[config.mk]
export PLATFORM = sky130hd
export DESIGN_NAME = timer_output_pin_remap
export DESIGN_NICKNAME = d
export VERILOG_FILES = /design/src/pin_remap_pkg.sv /design/src/timer_output_pin_remap.sv
export SDC_FILE = /design/constraint.sdc
export NUM_CORES = 1
export LEC_CHECK = 0
export ABC_AREA = 1
export BUFFER_PORTS_ARGS = -buffer_cell sky130_fd_sc_hd__buf_2
export CAP_MARGIN = 20
export CORE_AREA = 2 2 80 82
export CTS_CLUSTER_SIZE = 8
export DETAILED_ROUTE_END_ITERATION = 12
export DIE_AREA = 0 0 82 84
export PLACE_DENSITY = 0.77
export SLEW_MARGIN = 40
export SYNTH_ARGS = -nofsm -noshare
export SYNTH_HDL_FRONTEND = slang
export SYNTH_SLANG_ARGS = --single-unit
[constraint.sdc]
create_clock -name pclk -period 1.09 [get_ports pclk]
set_input_delay 0.109 -clock pclk [delete_from_list [all_inputs] [get_ports pclk]]
set_output_delay 0.109 -clock pclk [all_outputs]
set_load 0.01 [all_outputs]
[src/pin_remap_pkg.sv]
/*
  Package for the timer output pin remap block: register offset, field
  positions, reset value, variant encoding and the carrier structs.
  Assumes a 32-bit APB3 master and a single 125 MHz clock domain.
*/
`default_nettype none
package pin_remap_pkg;
  localparam logic [11:0] SEL_REG_OFFSET = 12'h000;
  localparam logic [7:0] SEL_RESET = 8'h00;
  localparam int SEL_WIDTH = 8;
  // Implemented-bit masks per variant
  localparam logic [7:0] MASK_SMALL = 8'h07;
  localparam logic [7:0] MASK_MID = 8'h3f;
  localparam logic [7:0] MASK_LARGE = 8'hff;
  localparam logic [1:0] VARIANT_SMALL = 2'h0;
  localparam logic [1:0] VARIANT_MID = 2'h1;
  localparam logic [1:0] VARIANT_LARGE = 2'h2;
  // Field positions within the select register
  localparam int T0_OUT0_BIT = 0;
  localparam int T0_OUT1_BIT = 1;
  localparam int T1_A_BIT = 2;
  localparam int T1_B_OUT2_BIT = 3;
  localparam int T2_OUT0_BIT = 4;
  localparam int T2_OUT1_BIT = 5;
  localparam int T3_OUT0_BIT = 6;
  localparam int T3_OUT1_BIT = 7;

  typedef struct packed {
    logic timer3_output1;
    logic timer3_output0;
    logic timer2_output1;
    logic timer2_output0;
    logic timer1_output_b2;
    logic timer1_output_a;
    logic timer0_output1;
    logic timer0_output0;
  } timer_outs_t;

  // Per-pin level and enable for each port bit the block can claim
  typedef struct packed {
    logic [7:0] port_a;
    logic [7:0] port_c;
    logic [7:0] port_d;
    logic [7:0] port_f;
    logic [7:0] port_g;
  } pin_bus_t;

  typedef struct packed {
    logic [11:0] paddr;
    logic psel;
    logic penable;
    logic pwrite;
    logic [31:0] pwdata;
  } apb_req_t;
endpackage
`default_nettype wire

[src/timer_output_pin_remap.sv]
/*
  Timer output pin remap: one APB register of selectors that steers each
  timer output channel of the variant onto its default or alternate port pin,
  except timer1 output B2, which is parked while on its default pin and timer0 output1 holds port C5.
  Assumes timer outputs are synchronous to pclk; port logic merges the
  drive and enable vectors with its other shared functions.
*/
// Implementation choices: the APB interface to the registers and the address map.
`timescale 1ns/1ps
`default_nettype none
module timer_output_pin_remap #(
  parameter logic [1:0] VARIANT = 2'h2
) (
  // Clock and reset
  input wire logic pclk,
  input wire logic presetn,
  // APB slave
  input wire pin_remap_pkg::apb_req_t apb_req,
  output logic [31:0] prdata,
  output logic pready,
  output logic pslverr,
  // Timer channels
  input wire pin_remap_pkg::timer_outs_t timer_outs,
  // Pin drive
  output var pin_remap_pkg::pin_bus_t pin_out,
  output var pin_remap_pkg::pin_bus_t pin_oe
);
  import pin_remap_pkg::*;

  localparam logic [7:0] IMPL_MASK = (VARIANT == VARIANT_SMALL) ? MASK_SMALL :
                                     (VARIANT == VARIANT_MID) ? MASK_MID : MASK_LARGE;

  logic [SEL_WIDTH-1:0] pin_select;
  logic [SEL_WIDTH-1:0] next_pin_select;
  logic [31:0] next_prdata;
  logic next_pready;
  logic next_pslverr;
  pin_bus_t next_out;
  pin_bus_t next_oe;
  logic setup;
  logic commit;
  logic hit;

  ////////////////////////////////////////////////////////////////////////
  // APB slave: no wait states, answers in the first access cycle

  assign setup = apb_req.psel && !apb_req.penable;
  // Commit on the acknowledged access edge, never in setup
  assign commit = apb_req.psel && apb_req.penable && pready;
  assign hit = (apb_req.paddr == SEL_REG_OFFSET);

  always_comb begin
    next_pin_select = pin_select;
    next_prdata = prdata;
    next_pready = 1'b0;
    next_pslverr = 1'b0;
    if (setup) begin
      next_pready = 1'b1;
      next_pslverr = !hit;
      next_prdata = 32'h0000_0000;
      if (hit && !apb_req.pwrite) begin
        next_prdata = {24'h00_0000, pin_select};
      end
    end
    // Unimplemented bits read as zero and ignore writes
    if (commit && hit && apb_req.pwrite) begin
      next_pin_select = apb_req.pwdata[SEL_WIDTH-1:0] & IMPL_MASK;
    end
  end

  always_ff @(posedge pclk or negedge presetn) begin
    if (!presetn) begin
      pin_select <= SEL_RESET;
      prdata <= 32'h0000_0000;
      pready <= 1'b0;
      pslverr <= 1'b0;
    end else begin
      pin_select <= next_pin_select;
      prdata <= next_prdata;
      pready <= next_pready;
      pslverr <= next_pslverr;
    end
  end

  ////////////////////////////////////////////////////////////////////////
  // Pin routing; registered so outputs come straight from flops,
  // at the cost of one cycle of latency on the timer waveforms

  always_comb begin
    next_out = '0;
    next_oe = '0;
    // Timer0 output0
    if (pin_select[T0_OUT0_BIT]) begin
      next_out.port_d[0] = timer_outs.timer0_output0;
      next_oe.port_d[0] = 1'b1;
    end else begin
      next_out.port_a[0] = timer_outs.timer0_output0;
      next_oe.port_a[0] = 1'b1;
    end
    // Timer0 output1: default pin depends on the variant
    if (pin_select[T0_OUT1_BIT]) begin
      next_out.port_d[1] = timer_outs.timer0_output1;
      next_oe.port_d[1] = 1'b1;
    end else if (VARIANT == VARIANT_SMALL) begin
      next_out.port_a[7] = timer_outs.timer0_output1;
      next_oe.port_a[7] = 1'b1;
    end else begin
      next_out.port_c[5] = timer_outs.timer0_output1;
      next_oe.port_c[5] = 1'b1;
    end
    // Timer1 output A
    if (pin_select[T1_A_BIT]) begin
      next_out.port_d[2] = timer_outs.timer1_output_a;
      next_oe.port_d[2] = 1'b1;
    end else begin
      next_out.port_a[1] = timer_outs.timer1_output_a;
      next_oe.port_a[1] = 1'b1;
    end
    if (VARIANT != VARIANT_SMALL) begin
      // Port C5 is shared with timer0 output1 default on mid and large parts
      if (pin_select[T1_B_OUT2_BIT]) begin
        next_out.port_d[5] = timer_outs.timer1_output_b2;
        next_oe.port_d[5] = 1'b1;
      end else if (!next_oe.port_c[5]) begin
        next_out.port_c[5] = timer_outs.timer1_output_b2;
        next_oe.port_c[5] = 1'b1;
      end
      if (pin_select[T2_OUT0_BIT]) begin
        next_out.port_d[6] = timer_outs.timer2_output0;
        next_oe.port_d[6] = 1'b1;
      end else begin
        next_out.port_c[3] = timer_outs.timer2_output0;
        next_oe.port_c[3] = 1'b1;
      end
      if (pin_select[T2_OUT1_BIT]) begin
        next_out.port_d[7] = timer_outs.timer2_output1;
        next_oe.port_d[7] = 1'b1;
      end else begin
        next_out.port_c[4] = timer_outs.timer2_output1;
        next_oe.port_c[4] = 1'b1;
      end
    end
    if (VARIANT == VARIANT_LARGE) begin
      if (pin_select[T3_OUT0_BIT]) begin
        next_out.port_f[0] = timer_outs.timer3_output0;
        next_oe.port_f[0] = 1'b1;
      end else begin
        next_out.port_g[3] = timer_outs.timer3_output0;
        next_oe.port_g[3] = 1'b1;
      end
      if (pin_select[T3_OUT1_BIT]) begin
        next_out.port_f[1] = timer_outs.timer3_output1;
        next_oe.port_f[1] = 1'b1;
      end else begin
        next_out.port_g[0] = timer_outs.timer3_output1;
        next_oe.port_g[0] = 1'b1;
      end
    end
  end

  always_ff @(posedge pclk or negedge presetn) begin
    if (!presetn) begin
      pin_out <= '0;
      pin_oe <= '0;
    end else begin
      pin_out <= next_out;
      pin_oe <= next_oe;
    end
  end

  ////////////////////////////////////////////////////////////////////////
  // Assertions

  a_unimpl_zero: assert property (@(posedge pclk) disable iff (!presetn)
    (pin_select & ~IMPL_MASK) == 8'h00)
    else $error("unimplemented select bit set");

  a_write_lands: assert property (@(posedge pclk) disable iff (!presetn)
    commit && hit && apb_req.pwrite |=> pin_select == ($past(apb_req.pwdata[7:0]) & IMPL_MASK))
    else $error("register write did not land");

  a_no_stray_write: assert property (@(posedge pclk) disable iff (!presetn)
    !(commit && hit && apb_req.pwrite) |=> $stable(pin_select))
    else $error("select changed without a write");

  a_ready_follows: assert property (@(posedge pclk) disable iff (!presetn)
    setup |=> pready && (pslverr == !$past(hit)))
    else $error("no answer after setup");

  a_ready_pulse: assert property (@(posedge pclk) disable iff (!presetn)
    pready |=> !pready)
    else $error("ready longer than one cycle");

  a_read_data: assert property (@(posedge pclk) disable iff (!presetn)
    setup && hit && !apb_req.pwrite |=> prdata == {24'h00_0000, $past(pin_select)})
    else $error("read data wrong");

  a_miss_reads_zero: assert property (@(posedge pclk) disable iff (!presetn)
    setup && !hit |=> prdata == 32'h0000_0000)
    else $error("unmapped read not zero");

  a_t0o0_route: assert property (@(posedge pclk) disable iff (!presetn)
    1'b1 |=> pin_oe.port_d[0] == $past(pin_select[T0_OUT0_BIT])
             && pin_oe.port_a[0] == !$past(pin_select[T0_OUT0_BIT])
             && pin_out.port_d[0] == ($past(pin_select[T0_OUT0_BIT])
                                      & $past(timer_outs.timer0_output0)))
    else $error("timer0 output0 routed wrong");

  a_t0o1_alt: assert property (@(posedge pclk) disable iff (!presetn)
    pin_select[T0_OUT1_BIT] |=> pin_oe.port_d[1] && !pin_oe.port_a[7])
    else $error("timer0 output1 alternate pin wrong");

  a_t1a_route: assert property (@(posedge pclk) disable iff (!presetn)
    1'b1 |=> pin_oe.port_d[2] != pin_oe.port_a[1])
    else $error("timer1 output A driven on both or neither pin");

  a_t1a_level: assert property (@(posedge pclk) disable iff (!presetn)
    1'b1 |=> pin_out.port_a[1] == (!$past(pin_select[T1_A_BIT]) & $past(timer_outs.timer1_output_a)))
    else $error("timer1 output A level wrong");

  a_t0o1_dflt: assert property (@(posedge pclk) disable iff (!presetn)
    (VARIANT != VARIANT_SMALL) && !pin_select[T0_OUT1_BIT] |=> pin_oe.port_c[5]
      && pin_out.port_c[5] == $past(timer_outs.timer0_output1))
    else $error("timer0 output1 default pin wrong");

  a_c5_shared: assert property (@(posedge pclk) disable iff (!presetn)
    (VARIANT != VARIANT_SMALL) && !pin_select[T0_OUT1_BIT] && !pin_select[T1_B_OUT2_BIT]
      |=> !pin_oe.port_d[5])
    else $error("timer1 output B2 drives while parked");

  a_t1b2_dflt: assert property (@(posedge pclk) disable iff (!presetn)
    (VARIANT != VARIANT_SMALL) && pin_select[T0_OUT1_BIT] && !pin_select[T1_B_OUT2_BIT]
      |=> pin_oe.port_c[5] && pin_out.port_c[5] == $past(timer_outs.timer1_output_b2))
    else $error("timer1 output B2 default pin wrong");

  a_t1b2_route: assert property (@(posedge pclk) disable iff (!presetn)
    (VARIANT != VARIANT_SMALL) && pin_select[T1_B_OUT2_BIT] |=> pin_oe.port_d[5]
      && pin_out.port_d[5] == $past(timer_outs.timer1_output_b2))
    else $error("timer1 output B2 alternate wrong");

  a_t2o0_route: assert property (@(posedge pclk) disable iff (!presetn)
    (VARIANT != VARIANT_SMALL) |=> pin_oe.port_d[6] == $past(pin_select[T2_OUT0_BIT])
      && pin_oe.port_c[3] == !$past(pin_select[T2_OUT0_BIT]))
    else $error("timer2 output0 routed wrong");

  a_t2o0_level: assert property (@(posedge pclk) disable iff (!presetn)
    (VARIANT != VARIANT_SMALL) |=> pin_out.port_d[6]
      == ($past(pin_select[T2_OUT0_BIT]) & $past(timer_outs.timer2_output0)))
    else $error("timer2 output0 level wrong");

  a_t2o1_route: assert property (@(posedge pclk) disable iff (!presetn)
    (VARIANT != VARIANT_SMALL) |=> pin_oe.port_d[7] == $past(pin_select[T2_OUT1_BIT])
      && pin_oe.port_c[4] == !$past(pin_select[T2_OUT1_BIT]))
    else $error("timer2 output1 routed wrong");

  a_t3o0_route: assert property (@(posedge pclk) disable iff (!presetn)
    (VARIANT == VARIANT_LARGE) |=> pin_oe.port_f[0] == $past(pin_select[T3_OUT0_BIT])
      && pin_oe.port_g[3] == !$past(pin_select[T3_OUT0_BIT]))
    else $error("timer3 output0 routed wrong");

  a_t3o1_route: assert property (@(posedge pclk) disable iff (!presetn)
    (VARIANT == VARIANT_LARGE) |=> pin_oe.port_f[1] == $past(pin_select[T3_OUT1_BIT])
      && pin_oe.port_g[0] == !$past(pin_select[T3_OUT1_BIT]))
    else $error("timer3 output1 routed wrong");

  a_t3o1_level: assert property (@(posedge pclk) disable iff (!presetn)
    (VARIANT == VARIANT_LARGE) |=> pin_out.port_f[1]
      == ($past(pin_select[T3_OUT1_BIT]) & $past(timer_outs.timer3_output1)))
    else $error("timer3 output1 level wrong");

  a_t3o0_level: assert property (@(posedge pclk) disable iff (!presetn)
    (VARIANT == VARIANT_LARGE) |=> pin_out.port_g[3]
      == (!$past(pin_select[T3_OUT0_BIT]) & $past(timer_outs.timer3_output0)))
    else $error("timer3 output0 level wrong");

  a_unclaimed_off: assert property (@(posedge pclk) disable iff (!presetn)
    pin_oe.port_f[7:2] == 6'h00 && pin_oe.port_g[2:1] == 2'h0 && pin_oe.port_g[7:4] == 4'h0)
    else $error("unclaimed pin enabled");

  a_idle_low_cfg: assert property (@(posedge pclk) disable iff (!presetn)
    1'b1 |=> ((pin_out.port_c & ~pin_oe.port_c) == 8'h00)
             && ((pin_out.port_f & ~pin_oe.port_f) == 8'h00)
             && ((pin_out.port_g & ~pin_oe.port_g) == 8'h00))
    else $error("undriven pin carries a level");

  a_idle_low: assert property (@(posedge pclk) disable iff (!presetn)
    1'b1 |=> ((pin_out.port_a & ~pin_oe.port_a) == 8'h00)
             && ((pin_out.port_d & ~pin_oe.port_d) == 8'h00))
    else $error("undriven pin carries a level");
endmodule
`default_nettype wire

==> flow_metrics.env <==
export IMPL_cpPeakStageDelay_ns=0.36
export IMPL_dieArea_sq_um=6890
export IMPL_syn_area_sq_um=2330
export IMPL_hold_depth=3
export IMPL_yosys_area_share_simple_pct=18.5
export IMPL_areaGrowthSynthToFinish_pct=13.9
export IMPL_wl_um=4180
export IMPL_post_drt_wl_per_cell_um=10.5
export IMPL_rsz0062_at_grt="yes"
export IMPL_gp_congestion=0.745
export IMPL_vias=1589
export IMPL_rows=29
export IMPL_via_per_inst=4.00
export IMPL_grt_max_degree=49
export IMPL_synth_top_area_share_pct=51.6
export IMPL_synth_xor_area_share_pct=0
export IMPL_setup_slack_ns=0.0450
export IMPL_dr_pass1_iters=4
export IMPL_grt_busiest_layer="met2"
export IMPL_run_status="finished, final reports clean"
export IMPL_setup_viol=0
export IMPL_cts_tree="done"
export IMPL_use_met2_pct=21.1
export IMPL_required_ns=1.27
export IMPL_ios=171
export IMPL_drc=0
export IMPL_slowest_stage="dfrtp_1"
export IMPL_synth_top_family_by_area="buffers and inverters"
export IMPL_hpwlAfterDp_um=3210
export IMPL_syn_instance_count=242
export IMPL_timing_rr_start="pready"
export IMPL_min_from="timer_outs[5]"
export IMPL_ys_seq_area_share_pct=51.6
export IMPL_synth_compound_area_share_pct=0.215
export IMPL_clk_pin_slew_ns=0.08
export IMPL_antenna_found_initial=0
export IMPL_start_kind="flip-flop"
export IMPL_drv_slew=0
export IMPL_fin_crit_sh_pct=95.9
export IMPL_n_antenna_cell=0
export IMPL_drive_gt1_share_pct=29.4
export IMPL_overflow=0
export IMPL_grt_pass1_vias=1338
export IMPL_die_height_um=84
export IMPL_setup_worst_path_end_class="flip-flop"
export IMPL_synth_edf_count=0
export IMPL_hold_path_class="input pin to flip-flop"
export IMPL_met1_usage_pct=11.5
export IMPL_utilization_pct=43.5
export IMPL_hold_end="pin_out[23]"
export IMPL_finClkSkew_ns=0.00443
export IMPL_die_w_um=82
export IMPL_p_leak_uw=0.00161
export IMPL_r2r_slack_ns=0.05
export IMPL_avgSynthCellArea_sq_um=9.62
export IMPL_muxShareOfSynthArea_pct=0
export IMPL_synth_flop_cell="dfrtp_1"
export IMPL_path_common_cell="nand2_1"
export IMPL_numCtsBuffers=5
export IMPL_yosys_area_share_adder_pct=0
export IMPL_fin_nets=378
export IMPL_crit_chain="nand2_2 > nor2_4 > nand3_4 > nand2_1 > nand2_1"
export IMPL_power_density_nw_per_um2=1250
export IMPL_holdWs_ns=0.0101
export IMPL_vdd_drop_max_mv=0.962
export IMPL_crit_fanout=8
export IMPL_timing_rr_end="pin_select[3]"
export IMPL_ys_types=20
export IMPL_r2r_cells=5
export IMPL_finalHoldViolations=0
export IMPL_ant_nets=0
export IMPL_synth_area_top_cells="dfrtp_1, buf_4, nand2_1"
export IMPL_async_flop_share_pct=100
export IMPL_clk_path_buf_depth=2
export IMPL_cts_root_buf="clkbuf_8"
export IMPL_cap_violations=0
export IMPL_worstPathArrival_ns=1.23
export IMPL_cts_htree_levels=2
export IMPL_core_area_sq_um=6100
export IMPL_grtUsageTotal_pct=11.2
export IMPL_cts_sinks=48
export IMPL_first_iter_violations=119
export IMPL_place_inst=390
export IMPL_use_met3_pct=2.60
export IMPL_preCtsSetupSlack_ns=0.0505
export IMPL_yosys_warnings=0
export IMPL_synth_largest_area_cell="dfrtp_1"
export IMPL_ys_ff_latch=48
export IMPL_critPathKind="flip-flop to flip-flop"
export IMPL_final_cell_count_no_fill=397
export IMPL_max_freq_mhz=957
export IMPL_grt_pass1_wl_um=5940
export IMPL_min_period_ns=1.04
export IMPL_initial_core_util_pct=38.2
export IMPL_port_buffers=72
export IMPL_clk_latency_ns=0.29
==> what timing repair did <==
item,4_1_cts,5_1_grt
hold buffers,1,0
setup buffers,0,0
endpoints found under the setup margin,0,8
resized for setup,0,3
endpoints found under the hold margin,48,0
==> worst max-delay path by stage <==
stage,startpoint,to,cells past startpoint
floorplan,pready,pin_select[1],5
global placement,pready,pin_select[7],5
detailed placement,pready,pin_select[4],5
CTS,pready,pin_select[4],5
global route,pready,pin_select[3],5
finish,pready,pin_select[3],5
==> report_power, final <==
| group | switching, uW | internal, uW |
|---|---|---|
| logic | 233 | 80.8 |
| clock network | 530 | 658 |
| registers | 4.42 | 1800 |
| total | 767 | 2530 |
==> critical path, delay by kind of cell, from the launching register on <==
family           cells  cell delay [ns]
AND/OR/NAND/NOR      5             0.57
flip-flops           1             0.36
==> flip-flops by register name, summed over array words and instances (netlist names) <==
name        count
pin_select      8
pin_oe         15
pslverr         1
pin_out        15
prdata          8
pready          1
==> synth_stat cells, types with 2 or more instances <==
| cell | number |
|---|---|
| inv_2 | 2 |
| dfrtp_1 | 48 |
| nor2_1 | 18 |
| inv_1 | 23 |
| nand4_1 | 15 |
| buf_4 | 75 |
| nor2_2 | 2 |
| nand2_1 | 46 |
| nand2_2 | 2 |
==> cells in the final DEF (no fill, tap or decap) <==
cell type,netlist,routed
clkbuf_8,0,5
dfrtp_1,48,48
dlygate4sd3_1,0,1
inv_2,2,2
buf_12,0,3
nor2_1,18,18
nor2_4,1,1
nand4_2,1,1
a21oi_1,1,1
nand3_4,1,1
conb_1,1,74
nand2_1,46,44
nand2_2,2,4
nand4_1,15,15
and2_1,1,1
nor2_8,1,1
inv_1,23,23
buf_6,1,1
buf_2,0,72
nand3_1,1,1
nor2_2,2,2
bufinv_16,0,1
==> per-layer routing <==
metal / vias up / wire length (um)
li1: 742 / -
met1: 733 / 1530
met2: 108 / 2070
met3: 6 / 511
met4: 0 / 64
met5: - / 0
==> per-stage QoR <==
stage	total power [uW]	setup TNS [ns]	instance area (sq um)
after floorplan	2200	0	2600
after global placement	2140	0	2530
after detailed placement	2140	0	2530
after CTS	3330	0	2640
after global routing	3430	-0.130	2650
final	3300	0	2650
==> logic make-up after synthesis <==
kind of cell | Yosys count
buf+inv | 103
other cells | 1
compound gates | 1
simple gates | 89
flops | 48
==> layout make-up <==
cell class / instances / area (sq um)
Multi-Input combinational cell: 164 / 719
Tap cell: 77 / 96.3
Clock buffer: 5 / 68.8
Sequential cell: 48 / 1200
Clock inverter: 1 / 30.0
Fill cell: 600 / 3440
Timing Repair Buffer: 77 / 442
Inverter: 25 / 93.8
No activity file was read; power rests on OpenSTA's default activity.
